==> src/inc/wss_regs.svh <==
// Register offsets, field positions, reset values of the waveform steering block.
// Assumes word-aligned AHB-Lite addressing, one register per 32-bit word.
`ifndef WSS_REGS_SVH
`define WSS_REGS_SVH
`define WSS_ADDR_W 12
`define WSS_ADDR_STEER 12'h000
`define WSS_ADDR_CLKSEL 12'h004
`define WSS_ADDR_SRCSEL 12'h008
`define WSS_ADDR_CTRL 12'h00C
`define WSS_ADDR_STATUS 12'h010
`define WSS_STEER_OVR_HI 7
`define WSS_STEER_OVR_LO 4
`define WSS_STEER_EN_HI 3
`define WSS_STEER_EN_LO 0
`define WSS_CLKSEL_BIT 0
`define WSS_SRC_HI 3
`define WSS_SRC_LO 0
`define WSS_CTRL_POL_HI 3
`define WSS_CTRL_POL_LO 0
`define WSS_CTRL_MODE_HI 6
`define WSS_CTRL_MODE_LO 4
`define WSS_CTRL_LOAD_BIT 7
`define WSS_STEER_RESET 8'h00
`define WSS_CLKSEL_RESET 1'h0
`define WSS_SRC_RESET 4'h0
`define WSS_POL_RESET 4'h0
`define WSS_MODE_RESET 3'h0
`define WSS_MODE_STEER_SYNC 3'h0
`define WSS_MODE_STEER_BUF 3'h1
`endif

==> src/inc/wss_pkg.sv <==
// Types shared by the waveform steering block.
// Assumes nothing beyond the register header.
package wss_pkg;
	typedef logic [3:0] wss_chan_t;
	typedef logic [2:0] wss_mode_t;
	typedef enum logic [3:0] {
		WSS_SRC_GENCLK = 4'h0,
		WSS_SRC_CAPTURE_COMPARE_1 = 4'h1,
		WSS_SRC_CCP2 = 4'h2,
		WSS_SRC_PWM3 = 4'h3,
		WSS_SRC_PWM4 = 4'h4,
		WSS_SRC_PWM5 = 4'h5,
		WSS_SRC_PWM6 = 4'h6,
		WSS_SRC_NCO = 4'h7,
		WSS_SRC_CMP1 = 4'h8,
		WSS_SRC_CMP2 = 4'h9,
		WSS_SRC_LC1 = 4'hA,
		WSS_SRC_LC2 = 4'hB,
		WSS_SRC_LC3 = 4'hC,
		WSS_SRC_LC4 = 4'hD,
		WSS_SRC_RSV0 = 4'hE,
		WSS_SRC_RSV1 = 4'hF
	} wss_src_t;
endpackage : wss_pkg

==> src/inc/wss_ctrl_if.sv <==
// Control bundle between the register front end and its two datapath modules.
// Assumes all three ends run on clk_sys.
`timescale 1ns/10ps
`default_nettype none
interface wss_ctrl_if;
	import wss_pkg::*;
	wss_chan_t steerEnable;
	wss_chan_t overrideLevel;
	wss_chan_t invertOutput;
	wss_mode_t mode;
	logic loadReq;
	logic genTick;
	logic [3:0] sourceCode;
	logic loadDone;
	wss_chan_t effEnable;
	wss_chan_t pinLevel;
	logic dataWave;
	modport regs (
		output steerEnable, overrideLevel, invertOutput, mode, loadReq, genTick, sourceCode,
		input loadDone, effEnable, pinLevel, dataWave
	);
	modport steer (
		input steerEnable, overrideLevel, invertOutput, mode, loadReq, genTick, dataWave,
		output loadDone, effEnable, pinLevel
	);
	modport srcsel (
		input sourceCode,
		output dataWave
	);
endinterface : wss_ctrl_if
`default_nettype wire

==> src/rtl/wss_srcsel.sv <==
// Waveform source selector: picks the internal data waveform from on-chip sources.
// Assumes all sources are synchronous to clk_sys.
`timescale 1ns/10ps
`default_nettype none
module wss_srcsel
	import wss_pkg::*;
(
	// Clock and reset
	input wire logic clk_sys,
	input wire logic reset,
	// Sources
	input wire logic genClockIn,
	input wire logic [1:0] captureCompare,
	input wire logic [3:0] pwmOut,
	input wire logic numericOscillator,
	input wire logic [1:0] comparatorOut,
	input wire logic [3:0] logicCellResult,
	// Control
	wss_ctrl_if.srcsel ctrl
);
	logic [15:0] srcVec;
	// Reserved codes land on the two zero slots
	assign srcVec = {2'h0, logicCellResult, comparatorOut, numericOscillator, pwmOut,
		captureCompare, genClockIn};

	always_ff @(posedge clk_sys) begin
		if (reset)
			ctrl.dataWave <= 1'b0;
		else
			ctrl.dataWave <= srcVec[ctrl.sourceCode];
	end

	property p_rsvSilent;
		@(posedge clk_sys) disable iff (reset)
		(ctrl.sourceCode[3:1] == 3'h7) |=> !ctrl.dataWave;
	endproperty
	a_rsvSilent: assert property (p_rsvSilent) else $error("reserved source drove data");

	property p_ncoPicked;
		@(posedge clk_sys) disable iff (reset)
		(ctrl.sourceCode == 4'h7) |=> ctrl.dataWave == $past(numericOscillator);
	endproperty
	a_ncoPicked: assert property (p_ncoPicked) else $error("oscillator source not followed");
endmodule : wss_srcsel
`default_nettype wire

==> src/rtl/wss_steer.sv <==
// Output steering: per channel waveform with polarity, or static override level.
// Assumes genTick is a one-cycle enable at the generator clock rate.
`timescale 1ns/10ps
`default_nettype none
`include "wss_regs.svh"
module wss_steer
	import wss_pkg::*;
(
	// Clock and reset
	input wire logic clk_sys,
	input wire logic reset,
	// Control
	wss_ctrl_if.steer ctrl
);
	logic steerMode;
	logic bufMode;
	wss_chan_t shadow;
	wss_chan_t next_pin;

	assign steerMode = (ctrl.mode[2:1] == 2'h0);
	assign bufMode = (ctrl.mode == `WSS_MODE_STEER_BUF);
	assign ctrl.effEnable = bufMode ? shadow : ctrl.steerEnable;
	assign ctrl.loadDone = bufMode && ctrl.loadReq && ctrl.genTick;

	// Shadow tracks the register outside mode 001 so entering it is glitch free
	always_ff @(posedge clk_sys) begin
		if (reset)
			shadow <= 4'(`WSS_STEER_RESET);
		else if (ctrl.genTick && (!bufMode || ctrl.loadReq))
			shadow <= ctrl.steerEnable;
	end

	genvar gi;
	generate
		for (gi = 0; gi < 4; gi++) begin : g_chan
			always_comb begin
				if (steerMode && !ctrl.effEnable[gi])
					next_pin[gi] = ctrl.overrideLevel[gi];
				else
					next_pin[gi] = ctrl.dataWave ^ ctrl.invertOutput[gi];
			end
		end
	endgenerate

	always_ff @(posedge clk_sys) begin
		if (reset)
			ctrl.pinLevel <= 4'h0;
		else if (ctrl.genTick)
			ctrl.pinLevel <= next_pin;
	end

	property p_overrideOut;
		@(posedge clk_sys) disable iff (reset)
		(ctrl.genTick && steerMode && !ctrl.effEnable[0])
			|=> ctrl.pinLevel[0] == $past(ctrl.overrideLevel[0]);
	endproperty
	a_overrideOut: assert property (p_overrideOut) else $error("override level not driven");

	property p_waveOut;
		@(posedge clk_sys) disable iff (reset)
		(ctrl.genTick && steerMode && ctrl.effEnable[3])
			|=> ctrl.pinLevel[3] == ($past(ctrl.dataWave) ^ $past(ctrl.invertOutput[3]));
	endproperty
	a_waveOut: assert property (p_waveOut) else $error("steered waveform wrong");

	property p_nonSteer;
		@(posedge clk_sys) disable iff (reset)
		(ctrl.genTick && !steerMode)
			|=> ctrl.pinLevel[1] == ($past(ctrl.dataWave) ^ $past(ctrl.invertOutput[1]));
	endproperty
	a_nonSteer: assert property (p_nonSteer) else $error("steering acted outside steer mode");

	property p_bufHold;
		@(posedge clk_sys) disable iff (reset)
		(bufMode && !ctrl.loadReq && $stable(ctrl.mode)) |=> $stable(shadow);
	endproperty
	a_bufHold: assert property (p_bufHold) else $error("buffered enable changed early");
endmodule : wss_steer
`default_nettype wire

==> src/rtl/wss_top.sv <==
// Waveform steering, clock select and input select with an AHB-Lite register slave.
// Assumes a single AHB-Lite master, word transfers, and a fast oscillator tick
// already synchronous to clk_sys as a one-cycle enable.
//
// Functional notes
// - Steer enable 1 sends the data waveform, with channel polarity, to the output.
// - Steer enable 0 drives the output to its override level bit.
// - Steering register: overrides D..A in bits 7..4, enables D..A in 3..0.
// - Steering and override bits act only when mode is 000 or 001.
// - In mode 001 enables reach outputs only at a later buffer load.
// - Clock-select bit 0 picks fast oscillator when 1, system clock when 0.
// - Unused upper bits of clock and input select ignore writes, read zero.
// - Four-bit source code picks clock, compare, PWM, oscillator, comparator, logic cell.
// - Source codes 1110 and 1111 connect no source.
// - Polarity bit 1 inverts the steered waveform, 0 passes it.
//
// Decided for this implementation: the address map and register access over AHB-Lite.
`timescale 1ns/10ps
`default_nettype none
`include "wss_regs.svh"
module wss_top
	import wss_pkg::*;
(
	// Clock and reset
	input wire logic clk_sys,
	input wire logic reset,
	// AHB-Lite slave
	input wire logic hsel,
	input wire logic [31:0] haddr,
	input wire logic [1:0] htrans,
	input wire logic hwrite,
	input wire logic [2:0] hsize,
	input wire logic [31:0] hwdata,
	input wire logic hready,
	output logic hreadyout,
	output logic hresp,
	output logic [31:0] hrdata,
	// Generator clock source
	input wire logic fastInternalOscillator,
	// Waveform sources
	input wire logic genClockIn,
	input wire logic [1:0] captureCompare,
	input wire logic [3:0] pwmOut,
	input wire logic numericOscillator,
	input wire logic [1:0] comparatorOut,
	input wire logic [3:0] logicCellResult,
	// Steered outputs
	output logic outputA,
	output logic outputB,
	output logic outputC,
	output logic outputD
);
	wss_ctrl_if ctrl();

	// Register state
	logic [7:0] steerReg;
	logic clkSelect;
	logic [3:0] sourceCode;
	wss_chan_t polarity;
	wss_mode_t mode;
	logic loadReq;

	// Bus data phase state
	logic wrPend;
	logic rdPend;
	logic [`WSS_ADDR_W-1:0] dataAddr;
	logic addrValid;
	logic [31:0] next_rdata;

	function automatic logic isAddr(input logic [`WSS_ADDR_W-1:0] a,
		input logic [`WSS_ADDR_W-1:0] off);
		isAddr = (a == off);
	endfunction : isAddr

	// Zero-wait slave: no stall source exists in this block
	assign hreadyout = 1'b1;
	assign hresp = 1'b0;
	assign addrValid = hsel && htrans[1] && hready;

	always_ff @(posedge clk_sys) begin
		if (reset) begin
			wrPend <= 1'b0;
			rdPend <= 1'b0;
			dataAddr <= 12'h000;
		end else if (hready) begin
			wrPend <= addrValid && hwrite;
			rdPend <= addrValid && !hwrite;
			dataAddr <= haddr[`WSS_ADDR_W-1:0];
		end
	end

	// Steering register is written in every mode and never cleared by mode changes
	always_ff @(posedge clk_sys) begin
		if (reset)
			steerReg <= `WSS_STEER_RESET;
		else if (wrPend && isAddr(dataAddr, `WSS_ADDR_STEER))
			steerReg <= hwdata[7:0];
	end

	always_ff @(posedge clk_sys) begin
		if (reset)
			clkSelect <= `WSS_CLKSEL_RESET;
		else if (wrPend && isAddr(dataAddr, `WSS_ADDR_CLKSEL))
			clkSelect <= hwdata[`WSS_CLKSEL_BIT];
	end

	always_ff @(posedge clk_sys) begin
		if (reset)
			sourceCode <= `WSS_SRC_RESET;
		else if (wrPend && isAddr(dataAddr, `WSS_ADDR_SRCSEL))
			sourceCode <= hwdata[`WSS_SRC_HI:`WSS_SRC_LO];
	end

	always_ff @(posedge clk_sys) begin
		if (reset) begin
			polarity <= `WSS_POL_RESET;
			mode <= `WSS_MODE_RESET;
		end else if (wrPend && isAddr(dataAddr, `WSS_ADDR_CTRL)) begin
			polarity <= hwdata[`WSS_CTRL_POL_HI:`WSS_CTRL_POL_LO];
			mode <= hwdata[`WSS_CTRL_MODE_HI:`WSS_CTRL_MODE_LO];
		end
	end

	// Load request: a fresh software set wins over the hardware clear
	always_ff @(posedge clk_sys) begin
		if (reset)
			loadReq <= 1'b0;
		else if (wrPend && isAddr(dataAddr, `WSS_ADDR_CTRL) && hwdata[`WSS_CTRL_LOAD_BIT])
			loadReq <= 1'b1;
		else if (ctrl.loadDone)
			loadReq <= 1'b0;
	end

	// Read mux; reads see writes of the previous data phase already stored
	always_comb begin
		next_rdata = 32'h0000_0000;
		if (rdPend) begin
			if (isAddr(dataAddr, `WSS_ADDR_STEER))
				next_rdata[7:0] = steerReg;
			else if (isAddr(dataAddr, `WSS_ADDR_CLKSEL))
				next_rdata[`WSS_CLKSEL_BIT] = clkSelect;
			else if (isAddr(dataAddr, `WSS_ADDR_SRCSEL))
				next_rdata[`WSS_SRC_HI:`WSS_SRC_LO] = sourceCode;
			else if (isAddr(dataAddr, `WSS_ADDR_CTRL))
				next_rdata[7:0] = {loadReq, mode, polarity};
			else if (isAddr(dataAddr, `WSS_ADDR_STATUS))
				next_rdata[12:0] = {ctrl.effEnable, ctrl.dataWave, clkSelect, 3'h0,
					ctrl.pinLevel};
		end
	end
	assign hrdata = next_rdata;

	// Generator clock as an enable: every cycle, or each fast oscillator tick
	assign ctrl.genTick = clkSelect ? fastInternalOscillator : 1'b1;

	assign ctrl.steerEnable = steerReg[`WSS_STEER_EN_HI:`WSS_STEER_EN_LO];
	assign ctrl.overrideLevel = steerReg[`WSS_STEER_OVR_HI:`WSS_STEER_OVR_LO];
	assign ctrl.invertOutput = polarity;
	assign ctrl.mode = mode;
	assign ctrl.loadReq = loadReq;
	assign ctrl.sourceCode = sourceCode;

	wss_srcsel u_srcsel (
		.clk_sys(clk_sys),
		.reset(reset),
		.genClockIn(genClockIn),
		.captureCompare(captureCompare),
		.pwmOut(pwmOut),
		.numericOscillator(numericOscillator),
		.comparatorOut(comparatorOut),
		.logicCellResult(logicCellResult),
		.ctrl(ctrl.srcsel)
	);

	wss_steer u_steer (
		.clk_sys(clk_sys),
		.reset(reset),
		.ctrl(ctrl.steer)
	);

	assign outputA = ctrl.pinLevel[0];
	assign outputB = ctrl.pinLevel[1];
	assign outputC = ctrl.pinLevel[2];
	assign outputD = ctrl.pinLevel[3];

	property p_steerWrite;
		@(posedge clk_sys) disable iff (reset)
		(wrPend && isAddr(dataAddr, `WSS_ADDR_STEER)) |=> steerReg == $past(hwdata[7:0]);
	endproperty
	a_steerWrite: assert property (p_steerWrite) else $error("steering write lost");

	property p_clkUpperZero;
		@(posedge clk_sys) disable iff (reset)
		(rdPend && isAddr(dataAddr, `WSS_ADDR_CLKSEL)) |-> hrdata[31:1] == 31'h0;
	endproperty
	a_clkUpperZero: assert property (p_clkUpperZero) else $error("clock select upper bits set");

	property p_srcUpperZero;
		@(posedge clk_sys) disable iff (reset)
		(rdPend && isAddr(dataAddr, `WSS_ADDR_SRCSEL))
			|-> hrdata[31:4] == 28'h0 && hrdata[3:0] == sourceCode;
	endproperty
	a_srcUpperZero: assert property (p_srcUpperZero) else $error("source select read wrong");

	property p_fastGate;
		@(posedge clk_sys) disable iff (reset)
		(clkSelect && !fastInternalOscillator) |-> !ctrl.genTick ##1
			(clkSelect && !fastInternalOscillator) |-> $stable(ctrl.pinLevel);
	endproperty
	a_fastGate: assert property (p_fastGate) else $error("outputs moved without fast tick");

	property p_sysClk;
		@(posedge clk_sys) disable iff (reset)
		!clkSelect |-> ctrl.genTick;
	endproperty
	a_sysClk: assert property (p_sysClk) else $error("system clock tick missing");

	property p_keepInOtherMode;
		@(posedge clk_sys) disable iff (reset)
		(mode[2:1] != 2'h0 && !(wrPend && isAddr(dataAddr, `WSS_ADDR_STEER)))
			|=> $stable(steerReg);
	endproperty
	a_keepInOtherMode: assert property (p_keepInOtherMode) else $error("steering lost in mode");

	property p_loadClears;
		@(posedge clk_sys) disable iff (reset)
		(loadReq && mode == `WSS_MODE_STEER_BUF && ctrl.genTick
			&& !(wrPend && isAddr(dataAddr, `WSS_ADDR_CTRL)))
			|=> !loadReq && ctrl.effEnable == $past(steerReg[3:0]);
	endproperty
	a_loadClears: assert property (p_loadClears) else $error("buffer load not taken");

	// Pin and bus level checks, so a broken submodule shows at the top too
	property p_steerRead;
		@(posedge clk_sys) disable iff (reset)
		(rdPend && isAddr(dataAddr, `WSS_ADDR_STEER)) |-> hrdata == {24'h000000, steerReg};
	endproperty
	a_steerRead: assert property (p_steerRead) else $error("steering read wrong");

	property p_clkWrite;
		@(posedge clk_sys) disable iff (reset)
		(wrPend && isAddr(dataAddr, `WSS_ADDR_CLKSEL)) |=> clkSelect == $past(hwdata[0]);
	endproperty
	a_clkWrite: assert property (p_clkWrite) else $error("clock select write lost");

	property p_clkRead;
		@(posedge clk_sys) disable iff (reset)
		(rdPend && isAddr(dataAddr, `WSS_ADDR_CLKSEL)) |-> hrdata[0] == clkSelect;
	endproperty
	a_clkRead: assert property (p_clkRead) else $error("clock select read wrong");

	property p_srcWrite;
		@(posedge clk_sys) disable iff (reset)
		(wrPend && isAddr(dataAddr, `WSS_ADDR_SRCSEL)) |=> sourceCode == $past(hwdata[3:0]);
	endproperty
	a_srcWrite: assert property (p_srcWrite) else $error("source write lost");

	property p_overrideB;
		@(posedge clk_sys) disable iff (reset)
		(ctrl.genTick && mode[2:1] == 2'h0 && !ctrl.effEnable[1])
			|=> outputB == $past(steerReg[5]);
	endproperty
	a_overrideB: assert property (p_overrideB) else $error("override B wrong");

	property p_waveC;
		@(posedge clk_sys) disable iff (reset)
		(ctrl.genTick && mode[2:1] == 2'h0 && ctrl.effEnable[2])
			|=> outputC == ($past(ctrl.dataWave) ^ $past(polarity[2]));
	endproperty
	a_waveC: assert property (p_waveC) else $error("steered C wrong");

	property p_nonSteerD;
		@(posedge clk_sys) disable iff (reset)
		(ctrl.genTick && mode[2:1] != 2'h0)
			|=> outputD == ($past(ctrl.dataWave) ^ $past(polarity[3]));
	endproperty
	a_nonSteerD: assert property (p_nonSteerD) else $error("output D steered in mode");

	property p_syncEnable;
		@(posedge clk_sys) disable iff (reset)
		(mode == `WSS_MODE_STEER_SYNC) |-> ctrl.effEnable == steerReg[3:0];
	endproperty
	a_syncEnable: assert property (p_syncEnable) else $error("enables not direct");

	property p_bufNoWrite;
		@(posedge clk_sys) disable iff (reset)
		(mode == `WSS_MODE_STEER_BUF && !loadReq && wrPend && isAddr(dataAddr, `WSS_ADDR_STEER))
			|=> $stable(ctrl.effEnable);
	endproperty
	a_bufNoWrite: assert property (p_bufNoWrite) else $error("buffered write leaked");

	property p_loadWaits;
		@(posedge clk_sys) disable iff (reset)
		(loadReq && !ctrl.genTick) |=> loadReq;
	endproperty
	a_loadWaits: assert property (p_loadWaits) else $error("load taken without tick");

	property p_genClkSrc;
		@(posedge clk_sys) disable iff (reset)
		(sourceCode == 4'h0) |=> ctrl.dataWave == $past(genClockIn);
	endproperty
	a_genClkSrc: assert property (p_genClkSrc) else $error("clock source wrong");

	property p_ccpSrc;
		@(posedge clk_sys) disable iff (reset)
		(sourceCode == 4'h2) |=> ctrl.dataWave == $past(captureCompare[1]);
	endproperty
	a_ccpSrc: assert property (p_ccpSrc) else $error("compare source wrong");

	property p_pwmSrc;
		@(posedge clk_sys) disable iff (reset)
		(sourceCode == 4'h3) |=> ctrl.dataWave == $past(pwmOut[0]);
	endproperty
	a_pwmSrc: assert property (p_pwmSrc) else $error("pwm source wrong");

	property p_cmpSrc;
		@(posedge clk_sys) disable iff (reset)
		(sourceCode == 4'h9) |=> ctrl.dataWave == $past(comparatorOut[1]);
	endproperty
	a_cmpSrc: assert property (p_cmpSrc) else $error("comparator source wrong");

	property p_lcSrc;
		@(posedge clk_sys) disable iff (reset)
		(sourceCode == 4'hD) |=> ctrl.dataWave == $past(logicCellResult[3]);
	endproperty
	a_lcSrc: assert property (p_lcSrc) else $error("logic cell source wrong");
endmodule : wss_top
`default_nettype wire

==> config.mk <==
export PLATFORM = sky130hd
export DESIGN_NAME = wss_top
export DESIGN_NICKNAME = d
export VERILOG_FILES = /design/src/inc/wss_pkg.sv /design/src/inc/wss_ctrl_if.sv /design/src/rtl/wss_srcsel.sv /design/src/rtl/wss_steer.sv /design/src/rtl/wss_top.sv
export VERILOG_INCLUDE_DIRS = /design/src /design/src/inc
export SDC_FILE = /design/constraint.sdc
export NUM_CORES = 1
export LEC_CHECK = 0
export BUFFER_PORTS_ARGS = -buffer_cell sky130_fd_sc_hd__buf_4
export CORE_MARGIN = 1
export CORE_UTILIZATION = 40
export DETAILED_ROUTE_END_ITERATION = 7
export PLACE_DENSITY = 0.72
export RECOVER_POWER = 100
export SLEW_MARGIN = 20
export SYNTH_ARGS = -nofsm -noshare
export SYNTH_HDL_FRONTEND = slang
export SYNTH_SLANG_ARGS = --single-unit
export TNS_END_PERCENT = 1
==> constraint.sdc <==
create_clock -name clk_sys -period 4.25 [get_ports clk_sys]
set_input_delay 0.85 -clock clk_sys [delete_from_list [all_inputs] [get_ports clk_sys]]
set_output_delay 0.85 -clock clk_sys [all_outputs]
set_load 0.005 [all_outputs]
Word level (Yosys, flattened, before mapping)
Cells that the tools add are included.
- register bits: 44
- input port bits: 89
- output and inout port bits: 38
- word-level logic and storage cells: 73
- magnitude comparators: 1
- eq/ne operators: 5
- multiplexer cells: 25
- bitwise gates (word level): 4
- reduce and logical (&&, ||, !) cells: 26
- operators with widths (operator ; number):
    13-bit two-way mux ; 7
    12-bit by 4-bit equality test with 1-bit output, second input constant ; 2
    1-bit logical AND ; 16
    8-bit two-way mux ; 2
    12-bit by 3-bit equality test with 1-bit output, second input constant ; 1
    12-bit by 5-bit equality test with 1-bit output, second input constant ; 1
    12-bit logical NOT ; 1
    12-bit two-way mux ; 1
    5-bit two-way mux ; 2
    1-bit two-way mux ; 9
    9-bit two-way mux ; 1
    4-bit two-way mux ; 2
    1-bit logical NOT ; 6
    4-bit by 5-bit less-than comparator with 1-bit output, second input constant ; 1
    1-bit binary-select mux with 4-bit select ; 1
    1-bit bitwise XOR ; 4
    3-bit by 1-bit equality test with 1-bit output, second input constant ; 1
    2-bit logical NOT ; 1
    2-bit nonzero test ; 1
    1-bit logical OR ; 1

Logic depth before layout (Yosys ltp)
- word-level depth: 13
- mapped depth: 6
- depth with buffers taken out: 4

Hierarchy
From an unflattened synthesis, not the netlist that was laid out.
- cell total of the unflattened synthesis: 274
- area, all modules: 2570.0 um^2
- by module, submodules not included (module ; times used ; cells an instance ; area each (um^2) ; sequential area each (um^2)):
    wss_top ; 1 ; 198 ; 1836.8 ; 700.7
    wss_steer ; 1 ; 62 ; 566.8 ; 160.2
    wss_srcsel ; 1 ; 14 ; 166.4 ; 20.0

Worst setup path before layout
No wires, ideal clock.
- path kind: register to output
- from: reg dataAddr[7]
- to: out hrdata[1]
- arrival time: 1.296 ns
- data required time: 3.400 ns
- slack: 2.104 ns
- cell stages (with the launch flop): 6
- buffers on the path: 1
- path through: dfxtp_1 > nor4_4 > and3_1 > buf_4 > nand3_1 > a311oi_1
- cells in the longest elaborated chain, start to end: 12
- elaborated cells between the ends (all ways): 16
- those cells by class: eq/ne (4); mux (11); reduce/logical (1)
- ends and longest elaborated chain (item ; line ; text):
    start: declaration ; wss_top.sv:66 ; logic [`WSS_ADDR_W-1:0] dataAddr;
    start signal: assignment ; wss_top.sv:88 ; dataAddr <= haddr[`WSS_ADDR_W-1:0];
    12-bit by 5-bit equality test with 1-bit output ; wss_top.sv:72 ; isAddr = (a == off);
    13-bit two-way mux ; wss_top.sv:146 ; else if (isAddr(dataAddr, `WSS_ADDR_STATUS))
    13-bit two-way mux ; wss_top.sv:144 ; else if (isAddr(dataAddr, `WSS_ADDR_CTRL))
    13-bit two-way mux ; wss_top.sv:142 ; else if (isAddr(dataAddr, `WSS_ADDR_SRCSEL))
    13-bit two-way mux ; wss_top.sv:140 ; else if (isAddr(dataAddr, `WSS_ADDR_CLKSEL))
    13-bit two-way mux ; wss_top.sv:138 ; if (isAddr(dataAddr, `WSS_ADDR_STEER))
    13-bit two-way mux ; wss_top.sv:137 ; if (rdPend) begin
    8-bit two-way mux ; wss_top.sv:144 ;
    4-bit two-way mux ; wss_top.sv:142 ;
    12-bit two-way mux ; wss_top.sv:140 ;
    8-bit two-way mux (*) ; wss_top.sv:138 ;
    13-bit two-way mux (*) ; wss_top.sv:137 ;
    end: declaration ; wss_top.sv:37 ; output logic [31:0] hrdata,
Mark *: on every way between the ends. The rest lies on a longest branch, timed or not. The select of a mux whose other input is x is not followed.

Final worst setup path
- from: reg dataAddr[11]
- to: out hrdata[8]
- cells in the longest elaborated chain, start to end: 12
- elaborated cells between the ends (all ways): 16
- those cells by class: eq/ne (4); mux (11); reduce/logical (1)
- ends and longest elaborated chain (item ; line):
    12-bit by 5-bit equality test with 1-bit output ; wss_top.sv:72
    13-bit two-way mux ; wss_top.sv:146
    13-bit two-way mux ; wss_top.sv:144
    13-bit two-way mux ; wss_top.sv:142
    13-bit two-way mux ; wss_top.sv:140
    13-bit two-way mux ; wss_top.sv:138
    13-bit two-way mux ; wss_top.sv:137
    5-bit two-way mux ; wss_top.sv:144
    9-bit two-way mux ; wss_top.sv:142
    12-bit two-way mux ; wss_top.sv:140
    5-bit two-way mux (*) ; wss_top.sv:138
    13-bit two-way mux (*) ; wss_top.sv:137
Marked as above.

==> impl_metrics.tcl <==
set metrics [dict create \
    clkSinkCount 44 \
    yosys.area.top_type_share 0.3552 \
    yosys_warnings 0 \
    antennaDiodeCount 0 \
    critical-path-top-delay-family "simple AND/OR/NAND/NOR gates" \
    leakage_nw 1.184 \
    h_tree_level_count 2 \
    maxCapViolCount 1 \
    fp.dieH_um 80.74 \
    min_from "steerReg[4]" \
    routed_wirelength_mm 5.882 \
    post_drt_wl_per_cell_um 14.82 \
    drc 0 \
    grt.total_usage 0.1893 \
    largest_net_degree_at_the_start_of_global_routing 47 \
    postSynth.topFlopCell "dfxtp_1" \
    worstPathRequired_ns 3.40 \
    globalRoute.totalOverflow 0 \
    timing_worst_setup_path_type "reg -> out" \
    tritoncts "done" \
    critPathBufInv 1 \
    synth.area.top_cells "dfxtp_1, mux2i_1, buf_4" \
    synthesis.area_per_instance_um2 8.920 \
    tritoncts.num_buffers 5 \
    port-buffer-count 57 \
    final_setup_violation_count 0 \
    max_stage_delay_ns 0.62 \
    worst-endpoint-arrival_ns 2.45 \
    placed_cells 389 \
    post_cts_hold_buffer_count 0 \
    grt_pass1_wl_mm 9.315 \
    synth.largest_area_cell "dfxtp_1" \
    via_per_inst 5.262 \
    worstPathMaxFanout 15 \
    post_synth_and_or_nand_nor_area_fraction 0.2109 \
    rsz0062_at_grt "false" \
    max-vdd-ir-drop_v 0.0001658 \
    layout_worst_path_cycle_share 0.7774 \
    post-route-min-period_ns 3.304 \
    slew_headroom -0.2864 \
    synth.yosys.seq_area_share 0.3552 \
    maximum_buffer_depth_of_the_clock_tree 2 \
    synth_cells 278 \
    clock_network_latency_to_the_later_pin_of_the_worst_skew_pair_ns 0.30 \
    failed_checks "max-capacitance violations, max-slew violations" \
    placement_rows 28 \
    reg2reg_from "dataAddr[2]" \
    most-common-layout-cells "buf_4, dfxtp_1, mux2i_1, nor2_1, conb_1" \
    drt.antenna.violating_nets 0 \
    synth_cell_types 38 \
    dominant_combinational_cell_family_by_area_after_synthesis "simple AND/OR/NAND/NOR gates" \
    cellPowerDensity_mw_per_mm2 288.7 \
    postCtsResizedCells 0 \
    synth-xor-area-share 0.01413 \
    vias 2089 \
    fp.dieArea_mm2 0.006519 \
    vias_in_the_first_global_route 1878 \
    post_synth_edffs 0 \
    clk_pin_slew_ns 0.08 \
    core_mm2 0.005956 \
    gp_routability_congestion 0.8848 \
    drtPass1Iterations 4 \
    fraction_of_the_mapped_netlist_area_in_compound_gates 0.1060 \
    endpoint_kind_of_the_worst_setup_timing_path "primary output" \
    instances_no_fill 397 \
    layout_commonest_cell "buf_4" \
    startpoint "dataAddr[11]" \
    die-width_um 80.74 \
    crit_chain "nor3_1 -> and3_1 -> nand4_1 -> nor2_1 -> clkbuf_4" \
    report.final.hold_viol_count 0 \
    syn_to_final_growth_pct 17.36 \
    worst_clock_skew_on_the_final_layout_ns 0.006192 \
    post_synth_instance_area_mm2 0.002480 \
    floorplan.initialDensity 0.4164 \
    yosys_register_bits 44 \
    iteration_0_drc_markers 128 \
    place_hpwl_mm 4.233 \
    ys_async_sr_fraction 0 \
    antenna_found_initial 0 \
    slew_viol_final 47 \
    slowest_stage "and3_1" \
    post_synth_mux_area_share 0.2018 \
    finalSetupTns_ns 0 \
    post_route_cells_drive_above_1_share 0.2205 \
    synth_adder_area_share 0 \
    design.final.nets 410 \
    setup.worst_path.start_class "register" \
    status "finished, violations left" \
    cts_setup_buffers 0 \
    timing.hold.worst.class "reg -> reg" \
    design.portCount 127 \
    max_slew.worst_pin.slew_ns 1.930 \
    max_clock_freq_ghz 0.3027 \
    clk_root_buffer_cell "clkbuf_8" \
]
-- synth_stat cells, drive strengths merged (2+ instances only) --
master,n
nand3,10
a22oi,4
nand2b,17
buf,32
clkbuf,8
nor2,40
conb,2
mux2,2
nand4,5
nand2,11
inv,2
o22ai,5
xnor2,4
a31oi,4
mux4,3
nor3,4
mux2i,41
a21oi,20
o21ai,2
a311oi,4
dfxtp,44
-- registers in the layout (all words and copies together), names as in the netlist, 3 cells and up --
register               cells
ctrl.sourceCode            4
ctrl.invertOutput          4
ctrl.mode                  3
u_steer.shadow             4
u_steer.ctrl.pinLevel      4
steerReg                   8
dataAddr                  12
-- per-stage QoR --
stage | instance area, um2 | total power [mW] | worst slack [ns] | util | hold slack [ns]
finish | 2910 | 0.8402 | 0.9459 | 0.4887 | 0.4875
global route | 2910 | 0.8742 | 0.7858 | 0.4887 | 0.5092
CTS | 2918 | 0.8455 | 1.001 | 0.4899 | 0.4854
detailed placement | 2810 | 0.5343 | 1.326 | 0.4718 | 0.4716
global placement | 2810 | 0.5323 | 1.370 | 0.4718 | 0.4609
floorplan | 2551 | 0.5116 | 2.104 | - | 0.4425
-- worst register-to-register path, delay by kind of cell, from the launching register on --
| family | cells | cell delay (ns) |
|---|---|---|
| flops | 1 | 0.75 |
| mux | 1 | 0.28 |
| simple gates | 3 | 0.88 |
-- logic make-up after synthesis --
family	count (synthesis)
other	2
and+or+nand+nor	98
DFF	44
AOI/OAI and AO/OA	42
xor gates and xnor gates	4
muxes	46
buffers and inverters	42
-- worst paths after layout --
kind	endpoint	slack, ns	cells after the start
max	hrdata[8]	0.95	5
min	steerReg[4]	0.49	2
max reg2reg	ctrl.invertOutput[2]	2.16	4
min reg2reg	steerReg[4]	0.49	2
-- power by group --
part / internal (mW) / switching, mW
combinational: 0.0462 / 0.0438
clock: 0.174 / 0.140
sequential: 0.420 / 0.0152
total: 0.641 / 0.199
-- routing by layer --
| layer | global-route usage | part of all wire | vias to the layer above |
|---|---|---|---|
| met5 | 0 | 0 | - |
| met4 | 0.06786 | 0.026 | 0 |
| met3 | 0.04045 | 0.064 | 12 |
| met2 | 0.2847 | 0.45 | 83 |
| met1 | 0.2657 | 0.46 | 972 |
| li1 | - | - | 1022 |
-- layout make-up --
cell class | instances | area (um2)
fill | 567 | 3045
multi-input combinational | 211 | 1400
sequential | 44 | 880.8
timing repair buffer | 57 | 420.4
tap | 75 | 93.84
clock buffer | 6 | 72.57
clock inverter | 2 | 35.03
inverter | 2 | 7.507
(Power assumes the default switching activity.)
